$ cat config.mk
export PLATFORM = sky130hd
export DESIGN_NAME = saipc_top
export DESIGN_NICKNAME = d
export VERILOG_FILES = /design/src/rtl/saipc_pkg.sv /design/src/rtl/saipc_top.sv
export SDC_FILE = /design/constraint.sdc
export NUM_CORES = 1
export LEC_CHECK = 0
export BUFFER_PORTS_ARGS = -buffer_cell sky130_fd_sc_hd__buf_2
export CORE_ASPECT_RATIO = 1.4
export CORE_MARGIN = 8
export CORE_UTILIZATION = 56
export DETAILED_ROUTE_END_ITERATION = 8
export GPL_ROUTABILITY_DRIVEN = 0
export PLACE_DENSITY = 0.81
export SLEW_MARGIN = 20
export SYNTH_ARGS = -nofsm -noshare
export SYNTH_HDL_FRONTEND = slang
export SYNTH_SLANG_ARGS = --single-unit
$ cat constraint.sdc
create_clock -name clock -period 2.1 [get_ports clock]
set_clock_uncertainty 0.2 [all_clocks]
set_input_delay 0.42 -clock clock [delete_from_list [all_inputs] [get_ports clock]]
set_output_delay 0.42 -clock clock [all_outputs]
set_load 0.005 [all_outputs]
$ cat src/rtl/saipc_pkg.sv
// package for the sync association and interrupt pin configuration block
package saipc_pkg;
    localparam logic [3:0] ADDR_SYNC_CFG = 4'h0;
    localparam logic [3:0] ADDR_IRQ_CFG = 4'h1;
    localparam logic [3:0] ADDR_STATUS = 4'h2;
    localparam logic [3:0] ADDR_MASK = 4'h3;
    localparam logic [3:0] ADDR_LOCK = 4'h4;
    localparam logic [7:0] SYNC_CFG_RST = 8'h2b;
    localparam logic [7:0] IRQ_CFG_RST = 8'h02;
    localparam logic [7:0] ZERO8 = 8'h00;
    localparam logic [3:0] ASSOC_NONE = 4'h0;
    localparam logic [3:0] ASSOC_LAST = 4'he;
    localparam int ASSOC_LSB = 0;
    localparam int ASSOC_MSB = 3;
    localparam int POL_BIT = 0;
    localparam int TRI_BIT = 1;
    localparam int GPO_BIT = 2;
    localparam int NUM_EVT = 2;
    localparam int EVT_SYNC_OK = 0;
    localparam int EVT_SYNC_DROP = 1;
    typedef struct packed {
        logic wr;
        logic rd;
        logic [3:0] addr;
        logic [7:0] wdata;
    } saipc_bus_t;
endpackage : saipc_pkg

$ cat src/rtl/saipc_top.sv
// sync association and interrupt pin configuration register block
`timescale 1ns/1ps
`default_nettype none
// Functional notes
// - four bit association code: 0 none, 1..14 select reference inputs 1..14
// - with sync enabled, accept frame sync only while locked to selected reference
// - bit 2 picks pin function: 0 interrupt output, 1 general output
// - in general output mode pin drives the polarity bit's level
// - bit 1: 0 pin always driven, 1 driven only when active in interrupt mode (general output mode always drives)
// - polarity 0 active low interrupt, 1 active high
module saipc_top (
    input wire logic clock,
    input wire logic rstn,
    input wire saipc_pkg::saipc_bus_t bus,
    output logic [7:0] rdata,
    input wire logic ext_sync_enable,
    input wire logic frame_sync_in,
    input wire logic locked,
    input wire logic [3:0] locked_ref,
    output logic frame_sync_accepted,
    output logic irq,
    output logic irq_pin_o,
    output logic irq_pin_oe
);
    // ----------------------------------------
    // reset release
    // ----------------------------------------
    logic rst_s1_q, rst_q;
    always_ff @(posedge clock or negedge rstn) begin
        if (!rstn) begin
            rst_s1_q <= 1'b0;
            rst_q <= 1'b0;
        end else begin
            rst_s1_q <= 1'b1;
            rst_q <= rst_s1_q;
        end
    end

    // ----------------------------------------
    // input synchronisers
    // ----------------------------------------
    // frame sync is an asynchronous pin; lock status comes from on-clock logic
    logic fs_s1_q, fs_s2_q;
    always_ff @(posedge clock or negedge rst_q) begin
        if (!rst_q) begin
            fs_s1_q <= 1'b0;
            fs_s2_q <= 1'b0;
        end else begin
            fs_s1_q <= frame_sync_in;
            fs_s2_q <= fs_s1_q;
        end
    end

    // ----------------------------------------
    // registers
    // ----------------------------------------
    logic [7:0] sync_cfg_q, sync_cfg_d, irq_cfg_q, irq_cfg_d;
    logic [saipc_pkg::NUM_EVT-1:0] status_q, status_d, mask_q, mask_d, evt;
    logic [7:0] rdata_q, rdata_d;
    logic fs_acc_q, fs_acc_d, irq_q, irq_d, pin_q, pin_d, oe_q, oe_d, fs_prev_q;
    logic [3:0] assoc;
    logic assoc_valid, ref_match, active;

    always_comb begin
        assoc = sync_cfg_q[saipc_pkg::ASSOC_MSB:saipc_pkg::ASSOC_LSB];
        assoc_valid = (assoc != saipc_pkg::ASSOC_NONE) && (assoc <= saipc_pkg::ASSOC_LAST);
        ref_match = assoc_valid && locked && (locked_ref == assoc);
    end

    always_comb begin
        sync_cfg_d = sync_cfg_q;
        irq_cfg_d = irq_cfg_q;
        mask_d = mask_q;
        status_d = status_q;
        rdata_d = saipc_pkg::ZERO8;
        // gate frame sync on selected lock; no lock, pulse ignored
        fs_acc_d = ext_sync_enable && fs_s2_q && ref_match;
        evt[saipc_pkg::EVT_SYNC_OK] = fs_acc_d && !fs_prev_q;
        evt[saipc_pkg::EVT_SYNC_DROP] = ext_sync_enable && fs_s2_q && !ref_match;
        if (bus.wr) begin
            unique case (bus.addr)
                saipc_pkg::ADDR_SYNC_CFG: sync_cfg_d = bus.wdata;
                saipc_pkg::ADDR_IRQ_CFG: begin
                    // unused bits 7:3 are not stored, so they read back as zero
                    irq_cfg_d = saipc_pkg::ZERO8;
                    irq_cfg_d[saipc_pkg::GPO_BIT:saipc_pkg::POL_BIT] =
                        bus.wdata[saipc_pkg::GPO_BIT:saipc_pkg::POL_BIT];
                end
                saipc_pkg::ADDR_STATUS: status_d = status_q & ~bus.wdata[saipc_pkg::NUM_EVT-1:0];
                saipc_pkg::ADDR_MASK: mask_d = bus.wdata[saipc_pkg::NUM_EVT-1:0];
                default: ;
            endcase
        end
        // set wins over clear
        status_d = status_d | evt;
        if (bus.rd) begin
            unique case (bus.addr)
                saipc_pkg::ADDR_SYNC_CFG: rdata_d = sync_cfg_q;
                saipc_pkg::ADDR_IRQ_CFG: rdata_d = irq_cfg_q;
                saipc_pkg::ADDR_STATUS: rdata_d = {6'h0_0, status_q};
                saipc_pkg::ADDR_MASK: rdata_d = {6'h0_0, mask_q};
                saipc_pkg::ADDR_LOCK: rdata_d = {3'h0, locked, locked_ref};
                default: rdata_d = saipc_pkg::ZERO8;
            endcase
        end
        irq_d = |(status_d & mask_d);
        active = irq_d;
        if (irq_cfg_d[saipc_pkg::GPO_BIT]) begin
            pin_d = irq_cfg_d[saipc_pkg::POL_BIT];
            oe_d = 1'b1;
        end else begin
            // polarity 0 drives low when active
            pin_d = irq_cfg_d[saipc_pkg::POL_BIT] ? active : !active;
            oe_d = !irq_cfg_d[saipc_pkg::TRI_BIT] || active;
        end
    end

    always_ff @(posedge clock or negedge rst_q) begin
        if (!rst_q) begin
            sync_cfg_q <= saipc_pkg::SYNC_CFG_RST;
            irq_cfg_q <= saipc_pkg::IRQ_CFG_RST;
            status_q <= '0;
            mask_q <= '0;
            rdata_q <= saipc_pkg::ZERO8;
            fs_acc_q <= 1'b0;
            fs_prev_q <= 1'b0;
            irq_q <= 1'b0;
            pin_q <= 1'b1;
            oe_q <= 1'b0;
        end else begin
            sync_cfg_q <= sync_cfg_d;
            irq_cfg_q <= irq_cfg_d;
            status_q <= status_d;
            mask_q <= mask_d;
            rdata_q <= rdata_d;
            fs_acc_q <= fs_acc_d;
            fs_prev_q <= fs_acc_d;
            irq_q <= irq_d;
            pin_q <= pin_d;
            oe_q <= oe_d;
        end
    end

    assign rdata = rdata_q;
    assign frame_sync_accepted = fs_acc_q;
    assign irq = irq_q;
    assign irq_pin_o = pin_q;
    assign irq_pin_oe = oe_q;

    // ----------------------------------------
    // checks
    // ----------------------------------------
    // no accept without lock match
    a_sync_gate_lock: assert property (@(posedge clock) disable iff (!rst_q)
        frame_sync_accepted |-> $past(ref_match) && $past(ext_sync_enable))
        else $error("frame sync accepted without matching lock");
    a_assoc_none: assert property (@(posedge clock) disable iff (!rst_q)
        ($past(assoc) == 4'hf || $past(assoc) == 4'h0) |-> !frame_sync_accepted)
        else $error("frame sync accepted with no association");
    // valid code and matching lock accepts
    a_assoc_select: assert property (@(posedge clock) disable iff (!rst_q)
        (ext_sync_enable && fs_s2_q && locked && locked_ref == assoc && assoc != 4'h0
         && assoc != 4'hf) |=> frame_sync_accepted)
        else $error("associated frame sync not accepted");
    a_gpo_level: assert property (@(posedge clock) disable iff (!rst_q)
        $past(irq_cfg_d[2]) |-> irq_pin_oe && irq_pin_o == $past(irq_cfg_d[0]))
        else $error("general output level wrong");
    a_pin_func: assert property (@(posedge clock) disable iff (!rst_q)
        (!irq_cfg_q[2] && irq_pin_oe) |-> (irq_pin_o == (irq_cfg_q[0] ? irq : !irq)))
        else $error("interrupt pin level wrong");
    a_tristate_idle: assert property (@(posedge clock) disable iff (!rst_q)
        (!irq_cfg_q[2] && irq_cfg_q[1] && !irq) |-> !irq_pin_oe)
        else $error("pin driven while inactive in tristate mode");
    a_always_drive: assert property (@(posedge clock) disable iff (!rst_q)
        (!irq_cfg_q[1]) |-> irq_pin_oe)
        else $error("pin not driven in push-pull mode");
    a_pol_low: assert property (@(posedge clock) disable iff (!rst_q)
        (!irq_cfg_q[2] && !irq_cfg_q[0] && irq) |-> irq_pin_oe && !irq_pin_o)
        else $error("active low interrupt not driven low");
    a_pol_high: assert property (@(posedge clock) disable iff (!rst_q)
        (!irq_cfg_q[saipc_pkg::GPO_BIT] && irq_cfg_q[saipc_pkg::POL_BIT] && irq)
        |-> irq_pin_oe && irq_pin_o)
        else $error("active high interrupt not driven high");
    // inactive level is the inverse of the polarity
    a_pol_idle: assert property (@(posedge clock) disable iff (!rst_q)
        (!irq_cfg_q[saipc_pkg::GPO_BIT] && !irq_cfg_q[saipc_pkg::TRI_BIT] && !irq)
        |-> irq_pin_oe && (irq_pin_o == !irq_cfg_q[saipc_pkg::POL_BIT]))
        else $error("inactive interrupt pin level wrong");
    a_oe_active: assert property (@(posedge clock) disable iff (!rst_q)
        (!irq_cfg_q[saipc_pkg::GPO_BIT] && irq) |-> irq_pin_oe)
        else $error("active interrupt pin not driven");
    // sync use disabled blocks the input
    a_sync_disabled: assert property (@(posedge clock) disable iff (!rst_q)
        !ext_sync_enable |=> !frame_sync_accepted)
        else $error("frame sync accepted while sync use disabled");
    a_lock_required: assert property (@(posedge clock) disable iff (!rst_q)
        !locked |=> !frame_sync_accepted)
        else $error("frame sync accepted while unlocked");
    // accepted sync raises its status bit
    a_status_set: assert property (@(posedge clock) disable iff (!rst_q)
        $rose(frame_sync_accepted) |-> status_q[saipc_pkg::EVT_SYNC_OK])
        else $error("accepted sync did not set status");
    // ignored sync raises its status bit
    a_drop_event: assert property (@(posedge clock) disable iff (!rst_q)
        (ext_sync_enable && fs_s2_q && !ref_match) |=> status_q[saipc_pkg::EVT_SYNC_DROP])
        else $error("ignored sync did not set status");
    a_status_sticky: assert property (@(posedge clock) disable iff (!rst_q)
        ($past(status_q[saipc_pkg::EVT_SYNC_OK]) && !($past(bus.wr)
         && $past(bus.addr) == saipc_pkg::ADDR_STATUS)) |-> status_q[saipc_pkg::EVT_SYNC_OK])
        else $error("status bit lost without a clear");
endmodule // saipc_top
`default_nettype wire
---- Yosys cells after proc, flatten, opt, wreduce, memory -nomap -nowiden ----
Cells that the tools add are included.
storage, ports and cells
  input port bits ......................... 23
  output and inout bits ................... 12
  word-level logic and storage cells ...... 50
  register bits ........................... 31
cells by class
  bitwise operators ....................... 4
  equal/unequal tests ..................... 5
  magnitude comparators ................... 1
  mux-type cells .......................... 11
  reductions and logical operators ........ 16
operators with widths
  cell                                                              number
  8-bit case mux with 5 select lines                                1
  4-bit by 2-bit == test with 1-bit output (second input constant)  2
  2-bit two-way mux                                                 4
  8-bit two-way mux                                                 1
  1-bit logical AND                                                 7
  3-bit two-way mux                                                 2
  2-bit AND                                                         2
  4-bit by 1-bit == test with 1-bit output (second input constant)  1
  4-bit by 3-bit == test with 1-bit output (second input constant)  1
  4-bit == test                                                     1
  4-bit <= comparator (second input constant)                       1
  1-bit zero test                                                   4
  4-bit zero test                                                   1
  4-bit nonzero test                                                1
  1-bit two-way mux                                                 3
  2-bit NOT                                                         1
  2-bit OR                                                          1
  2-bit AND reduction                                               1
  2-bit OR reduction                                                1
  1-bit logical OR                                                  1

---- Logic depth before layout (Yosys ltp) ----
Gate-level depths: netlist of the first run.
  depth after elaboration ................. 12
  gate-level depth with buffers ........... 6
  mapped depth without buffers ............ 5

---- Worst setup path after synthesis of the first run ----
OpenSTA, ideal clock, no wires.
  path kind ............................... in2reg
  from .................................... input bus[11] (netlist name)
  to ...................................... register pin_q (netlist: irq_pin_o)
  buffers on the path ..................... 1
  required time ........................... 1784 ps
  path slack .............................. 89 ps
  library setup time ...................... 116 ps
  data arrival time ....................... 1695 ps
  stages .................................. 6
  cells stage by stage .................... or3b_1 -> buf_6 -> o21ai_4 -> a211oi_1 -> a31o_1 -> a2111oi_1
on the way
  longest elaborated chain between the ends .. 9
  elaborated cells on any way between the ends .. 15
  those cells by class .................... eq/ne: 3; mux: 8; bitwise: 2; reduce/logical: 2
RTL lines
  item                                      line              source
  from (decl)                               saipc_top.sv:14   input wire saipc_pkg::saipc_bus_t bus,
  4-bit by 2-bit == test with 1-bit output  saipc_top.sv:81   unique case (bus.addr)
  2-bit two-way mux                         saipc_top.sv:81
  2-bit two-way mux                         saipc_top.sv:80   if (bus.wr) begin
  2-bit OR                                  saipc_top.sv:95   status_d = status_d | evt;
  2-bit AND                                 saipc_top.sv:106  irq_d = |(status_d & mask_d);
  2-bit OR reduction                        saipc_top.sv:106
  1-bit zero test                           saipc_top.sv:113  pin_d = irq_cfg_d[saipc_pkg::POL_BIT] ? active : !active;
  1-bit two-way mux                         saipc_top.sv:113
  1-bit two-way mux *                       saipc_top.sv:108  if (irq_cfg_d[saipc_pkg::GPO_BIT]) begin
  named net pin_d                           saipc_top.sv:60   logic fs_acc_q, fs_acc_d, irq_q, irq_d, pin_q, pin_d, oe_q, oe_d, fs_prev_q;
  to (signal assigned)                      saipc_top.sv:139  pin_q <= pin_d;
  to (decl)                                 saipc_top.sv:60
Mark *: on every way through the listed nets, which the timed path passes. The rest lies on a longest branch.
A chain may end at the register's enable or synchronous reset.

---- Worst setup path after layout of the first run ----
  from .................................... register sync_cfg_q[1]
  to ...................................... register pin_q (netlist: irq_pin_o)
on the way
  longest elaborated chain between the ends .. 12
  elaborated cells on any way between the ends .. 16
  those cells by class .................... order compare: 1; eq/ne: 1; mux: 2; bitwise: 2; reduce/logical: 10
RTL lines
  item                                                       line              source
  from (decl)                                                saipc_top.sv:57   logic [7:0] sync_cfg_q, sync_cfg_d, irq_cfg_q, irq_cfg_d;
  from (signal assigned)                                     saipc_top.sv:120  sync_cfg_q <= saipc_pkg::SYNC_CFG_RST;
  from (signal assigned)                                     saipc_top.sv:131  sync_cfg_q <= sync_cfg_d;
  4-bit <= comparator or 4-bit nonzero test (tied branches)  saipc_top.sv:66   assoc_valid = (assoc != saipc_pkg::ASSOC_NONE) && (assoc <= saipc_pkg::ASSOC_LAST);
  1-bit logical AND                                          saipc_top.sv:66
  1-bit logical AND                                          saipc_top.sv:67   ref_match = assoc_valid && locked && (locked_ref == assoc);
  1-bit logical AND *                                        saipc_top.sv:67
  1-bit logical AND *                                        saipc_top.sv:77   fs_acc_d = ext_sync_enable && fs_s2_q && ref_match;
  1-bit logical AND *                                        saipc_top.sv:78   evt[saipc_pkg::EVT_SYNC_OK] = fs_acc_d && !fs_prev_q;
  2-bit OR *                                                 saipc_top.sv:95
  named net status_d (one bit)                               saipc_top.sv:58   logic [saipc_pkg::NUM_EVT-1:0] status_q, status_d, mask_q, mask_d, evt;
  2-bit AND *                                                saipc_top.sv:106
  2-bit OR reduction *                                       saipc_top.sv:106
  1-bit zero test                                            saipc_top.sv:113
  1-bit two-way mux *                                        saipc_top.sv:113
  1-bit two-way mux *                                        saipc_top.sv:108
  named net pin_d                                            saipc_top.sv:60
Marked as above.

==> results of run 1 <==
[critical path, delay by kind of cell, from the launching register on]
kind / cells / cell delay (ps)
AO/OA/AOI/OAI: 4 / 1030
AND/OR/NAND/NOR: 1 / 170
flip-flops: 1 / 590
[flip-flops by register name (all words and copies together) (netlist names)]
signal and count:
sync_cfg_q 8, status_q 2, rst_q 1, irq_pin_o 1
irq 1, irq_pin_oe 1, fs_prev_q 1, rst_s1_q 1
fs_s1_q 1, irq_cfg_q 3, mask_q 2, fs_s2_q 1
rdata 8
[cells by family after synthesis]
family / Yosys count / synth area share [%]
other: 1 / 0.2620
AOI/OAI and AO/OA: 27 / 14.86
and+or+nand+nor: 41 / 16.61
xor gates and xnor gates: 3 / 1.836
muxes: 12 / 9.091
DFF: 31 / 54.72
buffers and inverters: 6 / 2.622
[layout make-up]
cell class                 count  area [sq um]
sequential                    31         783.3
multi-input combinational     84         628.1
fill                         179         544.3
timing repair buffer          53         317.8
clock buffer                   6         51.30
tap                           34         42.54
clock inverter                 2         35.03
inverter                       4         15.01
[power breakdown]
group | leakage (nW) | total, mW | internal [mW] | switching (mW)
Sequential | 0.376 | 0.768 | 0.705 | 0.0629
Combinational | 0.481 | 0.352 | 0.179 | 0.173
Clock | 0.0482 | 0.477 | 0.281 | 0.196
[routing by layer]
layer | vias to the layer above | wire length, microns | track usage (%)
li1 | 568 | - | -
met1 | 600 | 1279 | 15.46
met2 | 39 | 1960 | 31.02
met3 | 11 | 240 | 7.770
met4 | 0 | 80 | 8.267
met5 | - | 0 | 0
[per-stage QoR]
step	power [mW]	setup TNS, ps	area [sq um]	std cells	hold WS, ps
2_1_floorplan	0.9529	0	1431	121	-75.59
4_1_cts	1.600	0	1867	214	62.06
3_3_place_gp	1.079	-95.98	1749	204	5.187
5_1_grt	1.673	-76.59	1873	214	92.54
3_5_place_dp	1.100	-257.5	1749	204	10.34
6_report	1.598	-13.47	1873	214	52.14
[layout by cell type, fill, tap and decap left out, types with 2 or more instances in the layout]
cell type      count
mux2_2             6
o21ai_0            2
dlygate4sd3_1      2
o22ai_1            3
mux2i_1            4
a21oi_1            4
or2_2              2
nor2_1            10
nand2_1            9
buf_4             17
dfstp_2            6
inv_1              4
nand3_1            2
buf_2             34
and3_1             5
mux2_1             2
xnor2_1            3
dfrtp_1           25
a22oi_1            2
a2111oi_2          2
clkbuf_4           5
a211oi_1           3
[what timing repair did]
item / CTS / global route
hold buffers: 2 / 0
resized for setup: 3 / 2
setup endpoints to repair: 1 / 2
endpoints found under the hold margin: 3 / 0
cloned: 0 / 0
[worst min-delay path by stage]
stage / startpoint / to / slack (ps) / cells past startpoint
3_3_place_gp: rstn / rst_q / 5 / 1
5_1_grt: bus[3] / sync_cfg_q[3] / 90 / 2
6_report: rst_q / sync_cfg_q[7] / 50 / 1
3_5_place_dp: rstn / rst_s1_q / 10 / 1
2_1_floorplan: rstn / rst_q / -80 / 0
4_1_cts: rst_q / sync_cfg_q[7] / 60 / 1
==> results.txt, run 1 <==
- Cell types with the largest area share after synthesis: dfrtp_1, dfstp_2, mux2_2
- The cell area that synthesis handed to floorplanning was 1431 sq um.
- The initial utilization of the core area, before any placement, comes to 59.21%.
* Per-cell via count in the routed design: 5.692
* Gate count after technology mapping: 121
- Highest fanout seen on the critical path: 5
* N_diodes: 0
* Number of unique standard cell types used by synthesis: 44
- The checks that failed: negative setup slack.
* Worst endpoint required time: 2130 ps
- Measured along the x axis, the die boundary spans 58.73 microns.
* Number of hold violations in the final report: 0
- Setup repair after global routing could not meet its margin everywhere.
- Derived from the worst setup path, the maximum achievable clock frequency is 473.2 MHz.
* Initial DRC count: 41
* Maximum buffer depth of the clock tree: 2
- Number of synthesized register bits: 31
- The final max-slew violation count is 0.
* I/O pin count: 35
- The tree is rooted in a clkbuf_4.
- Global routing used 16.98% of the available tracks.
* Core Rows: 21
* Final Core Density: 77.48%
- Sum of overflow across all layers after global routing: 0
* Post-CTS Repair Setup Buffers: 0
* Worst slew margin: 63.47%
- Average detailed-routed wire length per instance: 16.64 microns
- Worst setup slack for register-to-register paths: -10 ps
* Arrival time worst endpoint: 2140 ps
* Number of nets in the layout: 202
- TritonCTS built the clock tree.
* Actual transition at the worst max-transition pin: 544.6 ps
- Area of the core: 2417 sq um
- Count of TritonRoute iterations in the first routing pass: 4
* Area Growth Syn to Fin: 30.86%
* Reported max-cap violation count: 0
* Most used flip-flop cell after synthesis: dfrtp_1
* Die span in y: 75.82 microns
- Of the post-synthesis cell area, the dominant cell type holds 43.71%.
* Post-route minimum period: 2113 ps
- Startpoint class of the critical path: register
* Clock slew at reported path FFs: 100 ps
- Chain of cells forming the critical path: and3_1, o22ai_1, a32o_2, a31o_1, a2111oi_2
* Crit share post-route: 100.6%
- Across the VDD grid, the largest voltage drop is 0.0009253 V.
- Final HPWL DP: 2676 microns
- Timing analysis after detailed placement gives a worst setup slack of -191.6 ps.
* Critical Path End Type: register
* Vias in the first global route: 1259
- The worst register-to-register path begins at sync_cfg_q[1].
* Seq/Total Area, Yosys: 54.72%
* Layout cell share with drive strength beyond 1: 45.56%
* Type of the worst setup path: register to register
- The routed design has 3561 microns of wire.
* Crit path launch: sync_cfg_q[1]
- After detailed routing, the number of remaining DRC violations is 0.
- Die Area: 4453 sq um
- The min-delay analysis places its worst path in the category register to async pin.
- The largest single stage delay on the critical path is 590 ps.
- dfrtp_1 is the most common cell in the netlist.
- The initial antenna violation count came to 0.
- Setup violations remaining at the end of the flow were counted as 1.
* Crit-path slowest cell: dfstp_2
* Depth of the worst register-to-register path: 5
* Total power per unit cell area: 853.0 nW/um^2
- Post-route worst setup slack: -13.47 ps
- The Yosys step of the flow raised 0 warnings.
* Number of vias after detailed routing: 1218
- CTS built an H-tree with a depth of 2.
* Number of buffers added by the clock tree synthesis step: 5
- Outcome: finished, violations left
* Post-route antenna net violation count: 0
* Critical path destination: irq_pin_o
- Synthesis produced a netlist with a net count of 144.
* CTS sink cnt: 31
* Proportion of synthesized flip-flops having asynchronous set or reset: 100.0%
- Endpoint of the worst register-to-register path: irq_pin_o
- A synthesized cell averages 11.83 sq um.
- By count the netlist is led by dfrtp_1, nor2_1, nand2_1, dfstp_2, mux2_2.
- Count of flip-flops with a built-in enable after synthesis: 0
* Clock network latency to the later pin of the worst-skew pair: 340 ps
- First-pass GRT wire length: 5568 microns
* Pin count of the biggest net entering global routing: 30
- dfrtp_1 takes more of the synthesized area than any other cell.
* Buffers on Ports: 34
- In this run the static leakage power is 0.9054 nW.
(Power assumes the default switching activity.)
==> inputs of run 2 (changes only) <==
--- a/config.mk
+++ b/config.mk
@@ -6,12 +6,14 @@
 export NUM_CORES = 1
 export LEC_CHECK = 0
 export BUFFER_PORTS_ARGS = -buffer_cell sky130_fd_sc_hd__buf_2
+export CAP_MARGIN = 10
 export CORE_ASPECT_RATIO = 1.4
 export CORE_MARGIN = 8
-export CORE_UTILIZATION = 56
+export CORE_UTILIZATION = 30
 export DETAILED_ROUTE_END_ITERATION = 8
 export GPL_ROUTABILITY_DRIVEN = 0
-export PLACE_DENSITY = 0.81
+export PLACE_DENSITY = 0.48
+export SKIP_CTS_REPAIR_TIMING = 1
 export SLEW_MARGIN = 20
 export SYNTH_ARGS = -nofsm -noshare
 export SYNTH_HDL_FRONTEND = slang
==> run 2 against run 1 <==
Against the previous run: the run now ends clean; critical path type unchanged; total power up 4.4%; wire length up 1.2%; critical path depth up 1; final cell count up 15%; highest routed layer unchanged; non-clock buffer count up 4; core utilization down 34 points; fmax up 2.5%; clock power up 5.9%; design area up 5.4%; critical endpoint unchanged; worst hold slack worse by 9.9 ps.
==> results.txt, run 2 (synthesis results as in run 1) <==
* Setup TNS: 0 ps (+13.47 ps)
- The average wire per standard cell was 14.65 microns (-12%).
- TritonCTS built the clock tree.
* Die W: 74.38 microns (+27%)
- The post-placement cell area is 1822 sq um (+4.1%).
* Number of hold violations in the final report: 0 (unchanged)
- CTS sink cnt: 31 (unchanged)
- The clock period minus final worst setup slack came to 2062 ps (-51.94 ps).
* RSZ-0062 raised after global routing: true
* Vias in the first global route: 1194 (-5.2%)
- Smallest hold slack: 42.25 ps (-9.888 ps)
* Static power due to leakage: 0.9296 nW (+2.7%)
- Maximum clock rate: 485.1 MHz (+2.5%)
* Initial Util: 31.31% (-28 points)
- The ratio of cells with drive above 1 in the final layout came to 46.74% (+1.2 points).
- The number of placed instances with taps included was 237 (+16%).
- Depth of the CTS H-tree: 2 (unchanged)
- DRT Wirelength: 3605 microns (+1.2%)
- Post-route antenna net violation count: 0 (unchanged)
- The all-layer global routing usage came to 10.07% (-6.9 points).
- Arrival time worst endpoint: 2050 ps (-90 ps)
- The path class of the tightest hold or removal check is register to async pin.
- The critical path in this run is classified as register to register.
- Crit share post-route: 98.17% (-2.5 points)
* Worst slew margin: 53.59% (-9.9 points)
- The detailed-placement wirelength estimate was 2808 microns (+5.0%).
- Die span in y: 97.73 microns (+29%)
* Initial DRC count: 47 (+15%)
- The number of buffers inserted by port buffering came to 34 (unchanged).
* Maximum buffer depth of the clock tree: 2 (unchanged)
- Clock network latency to the later pin of the worst-skew pair: 280 ps (-60 ps)
- Total count of max-transition violations in the final report: 0 (unchanged)
- Outcome: finished, final reports clean
* N_diodes: 0 (unchanged)
- The worst setup path is launched from a register.
* Worst endpoint required time: 2090 ps (-40 ps)
- Pin count of the biggest net entering global routing: 30 (unchanged)
- Reported max-cap violation count: 0 (unchanged)
- The maximum net fanout on the critical path was 5 (unchanged).
- The iteration count of the initial detailed-routing pass was 4 (unchanged).
* Sum of overflow across all layers after global routing: 0 (unchanged)
* Most common cell after layout, fill and taps aside: buf_2
- The initial antenna violation count came to 0 (unchanged).
* Critical Path End Type: register
- Die Area: 7269 sq um (+63%)
- Number of nets in the layout: 206 (+2.0%)
- The maximum resistive drop on vdd was 0.0004245 V (-54%).
* Clock slew at reported path FFs: 70 ps (-30 ps)
- The area inside the core boundary is 4572 sq um (+89%).
- Most frequent cells in the layout: buf_2, dfrtp_1, buf_4
- The post-placement setup slack is -98.46 ps (+93.11 ps).
- The count of endpoints failing setup in the final report is 0 (-1).
- The final instance count without filler cells is 246 (+15%).
* Residual DRC: 0 (unchanged)
* Area Growth Syn to Fin: 37.94%
* Number of buffers added by the clock tree synthesis step: 5 (unchanged)
* Design area: 1974 sq um (+5.4%)
- The total via count after detailed routing is 1157 (-5.0%).
- I/O pin count: 35 (unchanged)
- The detailed-route vias per instance is 4.703 (-17%).
- CTS placed an instance of clkbuf_8 at the clock tree root.
* Total power per unit cell area: 844.7 nW/um^2 (-0.97%)
- Core Rows: 29 (+38%)
* Actual transition at the worst max-transition pin: 692.0 ps (+147.4 ps)
- Post-route worst setup slack: 38.48 ps (+51.94 ps)
* First-pass GRT wire length: 5616 microns (+0.86%)
## run 2: cell types whose count changed in the layout (fill, tap and decap cells not counted), sizes merged
cell         previous run  this run
buf                    51        56
bufinv                  1         0
clkbuf                  6         8
clkinv                  1         0
dlygate4sd3             2         1
## run 2: worst max-delay path: stages (launching register included)
cell	delay, ps
dfstp_2	570
and3_1	150
o22ai_1	90
buf_4	160
a32o_2	280
a31o_1	210
a2111oi_4	300
## run 2: report_power, final
group / internal [mW] / switching (mW) / total (mW) / leakage, nW
clock: 0.299 / 0.206 / 0.505 / 0.0515
combinational: 0.213 / 0.189 / 0.402 / 0.502
sequential: 0.706 / 0.0551 / 0.761 / 0.376
total: 1.22 / 0.450 / 1.67 / 0.930
## run 2: cell type report
cell class / count / area [sq um]
multi-input cells: 84 / 653.1
flip-flops and latches: 31 / 783.3
repair buffers: 57 / 345.3
inverters: 4 / 15.01
clock buffers: 8 / 100.1
fillers: 462 / 2597
well taps: 62 / 77.57
## run 2: final timing paths
kind | startpoint | to | cells after the start | slack (ps)
min in group clock | frame_sync_in | fs_s1_q | 1 | 50
max in group asynchronous | rst_q | sync_cfg_q[5] | 1 | 1340
worst min-delay path | rst_q | sync_cfg_q[4] | 1 | 40
worst min register to register | rst_q | sync_cfg_q[4] | 1 | 40
worst max-delay path | sync_cfg_q[3] | irq_pin_o | 6 | 40
worst max register to register | sync_cfg_q[3] | irq_pin_o | 6 | 40
## run 2: routing by layer
metal / wire, microns / global-route usage (%) / vias to the layer above
met5: 0 / 0 / -
met4: 64 / 4.697 / 0
met3: 305 / 4.094 / 6
met2: 1703 / 15.76 / 43
met1: 1531 / 11.47 / 541
li1: - / - / 567
## run 2: per-stage QoR
stage          utilization, %  power (mW)
6_report                43.19       1.668
5_1_grt                 43.19       1.757
4_1_cts                 42.04       1.635
3_5_place_dp            39.85       1.125
3_3_place_gp            39.85       1.121
2_1_floorplan               -      0.9529
==> inputs of run 3 (changes only) <==
--- a/config.mk
+++ b/config.mk
@@ -5,6 +5,7 @@
 export SDC_FILE = /design/constraint.sdc
 export NUM_CORES = 1
 export LEC_CHECK = 0
+export ABC_AREA = 1
 export BUFFER_PORTS_ARGS = -buffer_cell sky130_fd_sc_hd__buf_2
 export CAP_MARGIN = 10
 export CORE_ASPECT_RATIO = 1.4
==> run 3 against run 2 <==
Against the previous run: die area down 3.3%; highest routed layer unchanged; sequential share of layout area up 5.8 points; synthesized cell count is 31% higher; largest cell class unchanged.
==> results.txt, run 3 <==
* Number of buffers added by the clock tree synthesis step: 5 (unchanged)
- Traced cell by cell, the critical path runs through inv_1, nand2_1, nand3_1, nor2_1, nand2_1, nand2_1, nand2_1, nand2_1, nand3_1, nand2_1, nand2_1.
- STA classifies the critical path endpoint as a register.
* Number of nets in the layout: 225 (+9.2%)
- Switching share of power: 28.09% (+1.1 points)
* Final HPWL DP: 2537 microns (-9.7%)
- Core Rows: 29 (unchanged)
- The total area of sequential cells is 783.3 sq um (unchanged).
- The starting utilization of the core area came to 30.78% (-0.53 points).
* DRT Wirelength: 3198 microns (-11%)
- The worst path arrival time was 1790 ps (-260 ps).
- The die outline area was 7031 sq um (-3.3%).
- Crit-path slowest cell: dfstp_2
- Synth Warn #: 0 (unchanged)
* Top-area cell type share of the netlist area: 45.54% (+1.8 points)
- Number of unique standard cell types used by synthesis: 22 (-50%)
- Sequential cell fraction of total power: 51.9% (+6.3 points)
- Most used flip-flop cell after synthesis: dfrtp_1
- RSZ-0062 raised after global routing: false
- In this design, the largest share of critical-path delay is due to simple AND/OR/NAND/NOR gates.
- Top post-synthesis cells by count: nand2_1, dfrtp_1, inv_1, nor2_1, a21oi_1
- Number of synthesized register bits: 31 (unchanged)
- TritonCTS built the clock tree.
- The max-cap violation count is 0 (unchanged).
- Vias in the first global route: 1206 (+1.0%)
- Leaving out fill and tap cells, the most frequent cell in the layout is nand2_1.
- The average footprint of a synthesized cell was 8.640 sq um (-27%).
- The post-synth net total was 182 (+26%).
- The share of total power in the clock network came to 31.1% (+0.8 points).
* Initial DRC count: 37 (-21%)
- Area of the core: 4463 sq um (-2.4%)
* Number of buffers and inverters on the critical path: 1 (unchanged)
* Internal power component: 1.029 mW (-15%)
- The setup slack of the worst register-to-register path is 320 ps (+280 ps).
- Post-placement setup slack: 265.9 ps (+364.4 ps)
- Number of hold violations in the final report: 0 (unchanged)
- Worst R2R Start: sync_cfg_q[3]
- Type of the worst setup path: register to register
- The first-pass GRT wire length is 5278 microns (-6.0%).
* Post-route minimum period: 1780 ps (-281.9 ps)
* Setup TNS: 0 ps (unchanged)
- Maximum buffer depth of the clock tree: 2 (unchanged)
- Residual DRC: 0 (unchanged)
- The maximum frequency from static timing analysis came to 561.9 MHz (+16%).
- Counting stages on the worst path, the most repeated cell is nand2_1.
- The cell area after synthesis was 1374 sq um (-4.0%).
- Depth of the worst register-to-register path: 11 (+5)
* Buffers on Ports: 34 (unchanged)
* Worst path max stage delay: 550 ps (-20 ps)
- Die span in y: 96.07 microns (-1.7%)
- The all-layer global routing usage was 9.920% (-0.15 points).
- The synthesized design spends more area on one cell type than any other, namely dfrtp_1.
* Depth of the CTS H-tree: 2 (unchanged)
- The fraction of registers with async set or reset after synthesis was 100.0% (unchanged).
- The detailed-route vias per instance was 4.166 (-11%).
* Switching power summed over all nets: 402.2 uW (-11%)
- The most common cell in the synthesized netlist is nand2_1.
* Seq/Total Area, Yosys: 57.01% (+2.3 points)
- Outcome: finished, final reports clean
- The maximum net fanout on the critical path is 4 (-1).
- The power density over the cells is 830.9 nW/um^2 (-1.6%).
- Count of TritonRoute iterations in the first routing pass: 4 (unchanged)
- Die W: 73.19 microns (-1.6%)
* Area Growth Syn to Fin: 25.41%
- Layout cell share with drive strength beyond 1: 30.54% (-16 points)
- Static power due to leakage: 0.9264 nW (-0.34%)
* Sum of overflow across all layers after global routing: 0 (unchanged)
- The largest net degree at the start of global routing came to 30 (unchanged).
- The count of flip-flops with a built-in enable after synthesis was 0 (unchanged).
* Hold Crit Class: register to async pin
- The average wire per standard cell was 12.07 microns (-18%).
* Count of filler cells inserted in the layout: 485 (+5.0%)
* CTS sink cnt: 31 (unchanged)
- Startpoint class of the critical path: register
- Multi-input gate area in the final layout: 488.0 sq um (-25%)
- The I/O pin count came to 35 (unchanged).
- Antenna violations before repair: 0 (unchanged)
- The cell sitting at the root of the clock tree is a clkbuf_8.
* Cell types with the largest area share after synthesis: dfrtp_1, nand2_1, dfstp_2
- In this run the critical register-to-register path is captured at irq_pin_o.
- Post-route worst setup slack: 320.4 ps (+281.9 ps)
- Post-route antenna net violation count: 0 (unchanged)
- Number of vias after detailed routing: 1104 (-4.6%)
* Share of total power in combinational logic: 17.0% (-7.1 points)
- The cell count after synthesis is 159 (+31%).
* Clock network latency to the later pin of the worst-skew pair: 280 ps (about the same)
- The count of cell instances traversed by the critical path is 11 (+5).
* N_diodes: 0 (unchanged)
* Most frequent cells in the layout: nand2_1, buf_2, dfrtp_1
- The endpoint required time on the critical path was 2110 ps (+20 ps).
- Crit share post-route: 84.74% (-13 points)
- The final max-slew violation count was 0 (unchanged).
- Worst IR Drop VDD: 0.0003428 V (-19%)
* Post-layout total power: 1.432 mW (-14%)
- The clock edge transition at the registers on the reported setup and hold paths is 70 ps (about the same).
* Total of endpoints with negative setup slack in the final report: 0 (unchanged)
[run 3: worst max path at each step]
stage               endpoint           from  slack (ps)
6_report           irq_pin_o  sync_cfg_q[3]         320
5_1_grt            irq_pin_o  sync_cfg_q[0]         160
4_1_cts            irq_pin_o  sync_cfg_q[3]         300
3_5_place_dp   sync_cfg_q[6]         bus[9]         270
3_3_place_gp   sync_cfg_q[7]         bus[9]         240
2_1_floorplan      irq_pin_o        bus[11]         520
[run 3: per-stage QoR]
step	instances	hold slack (ps)	utilization [%]	area (sq um)
floorplan	159	-75.59	-	1374
global placement	256	3.504	36.56	1632
detailed placement	256	5.199	36.56	1632
CTS	264	-296.5	38.38	1713
global route	265	35.68	38.60	1723
finish	265	48.40	38.60	1723
[run 3: logic make-up (layout without fill, tap and decap cells)]
logic type / Yosys count / in the layout / synth area share, %
buffers and inverters: 27 / 71 / 7.468
AO/OA/AOI/OAI: 21 / 21 / 8.925
flip-flops: 31 / 31 / 57.01
other: 1 / 1 / 0.2730
AND/OR/NAND/NOR: 76 / 76 / 24.04
multiplexers: 2 / 2 / 1.639
XOR/XNOR: 1 / 1 / 0.6376
[run 3: power groups by stage]
stage                     Combinational [mW]  Sequential, mW  Clock (mW)
after floorplan                        0.150           0.753           0
after global placement                 0.241           0.754           0
after detailed placement               0.248           0.754           0
after CTS                              0.250           0.744       0.465
after global routing                   0.285           0.756       0.484
final                                  0.243           0.744       0.445
[run 3: metal layers]
layer / up-vias / track usage, % / wire (microns)
met5: - / 0 / 0
met4: 0 / 4.523 / 51
met3: 5 / 3.754 / 222
met2: 19 / 18.32 / 1716
met1: 507 / 9.443 / 1208
li1: 573 / - / -
[run 3: layout make-up]
class                           count  share of cell area [%]
Sequential cell                    31                   45.46
Multi-Input combinational cell    101                   28.32
Timing Repair Buffer               37                   11.33
Inverter                           26                   5.664
Tap cell                           62                   4.503
Clock buffer                        7                   4.430
Clock inverter                      1                  0.2905
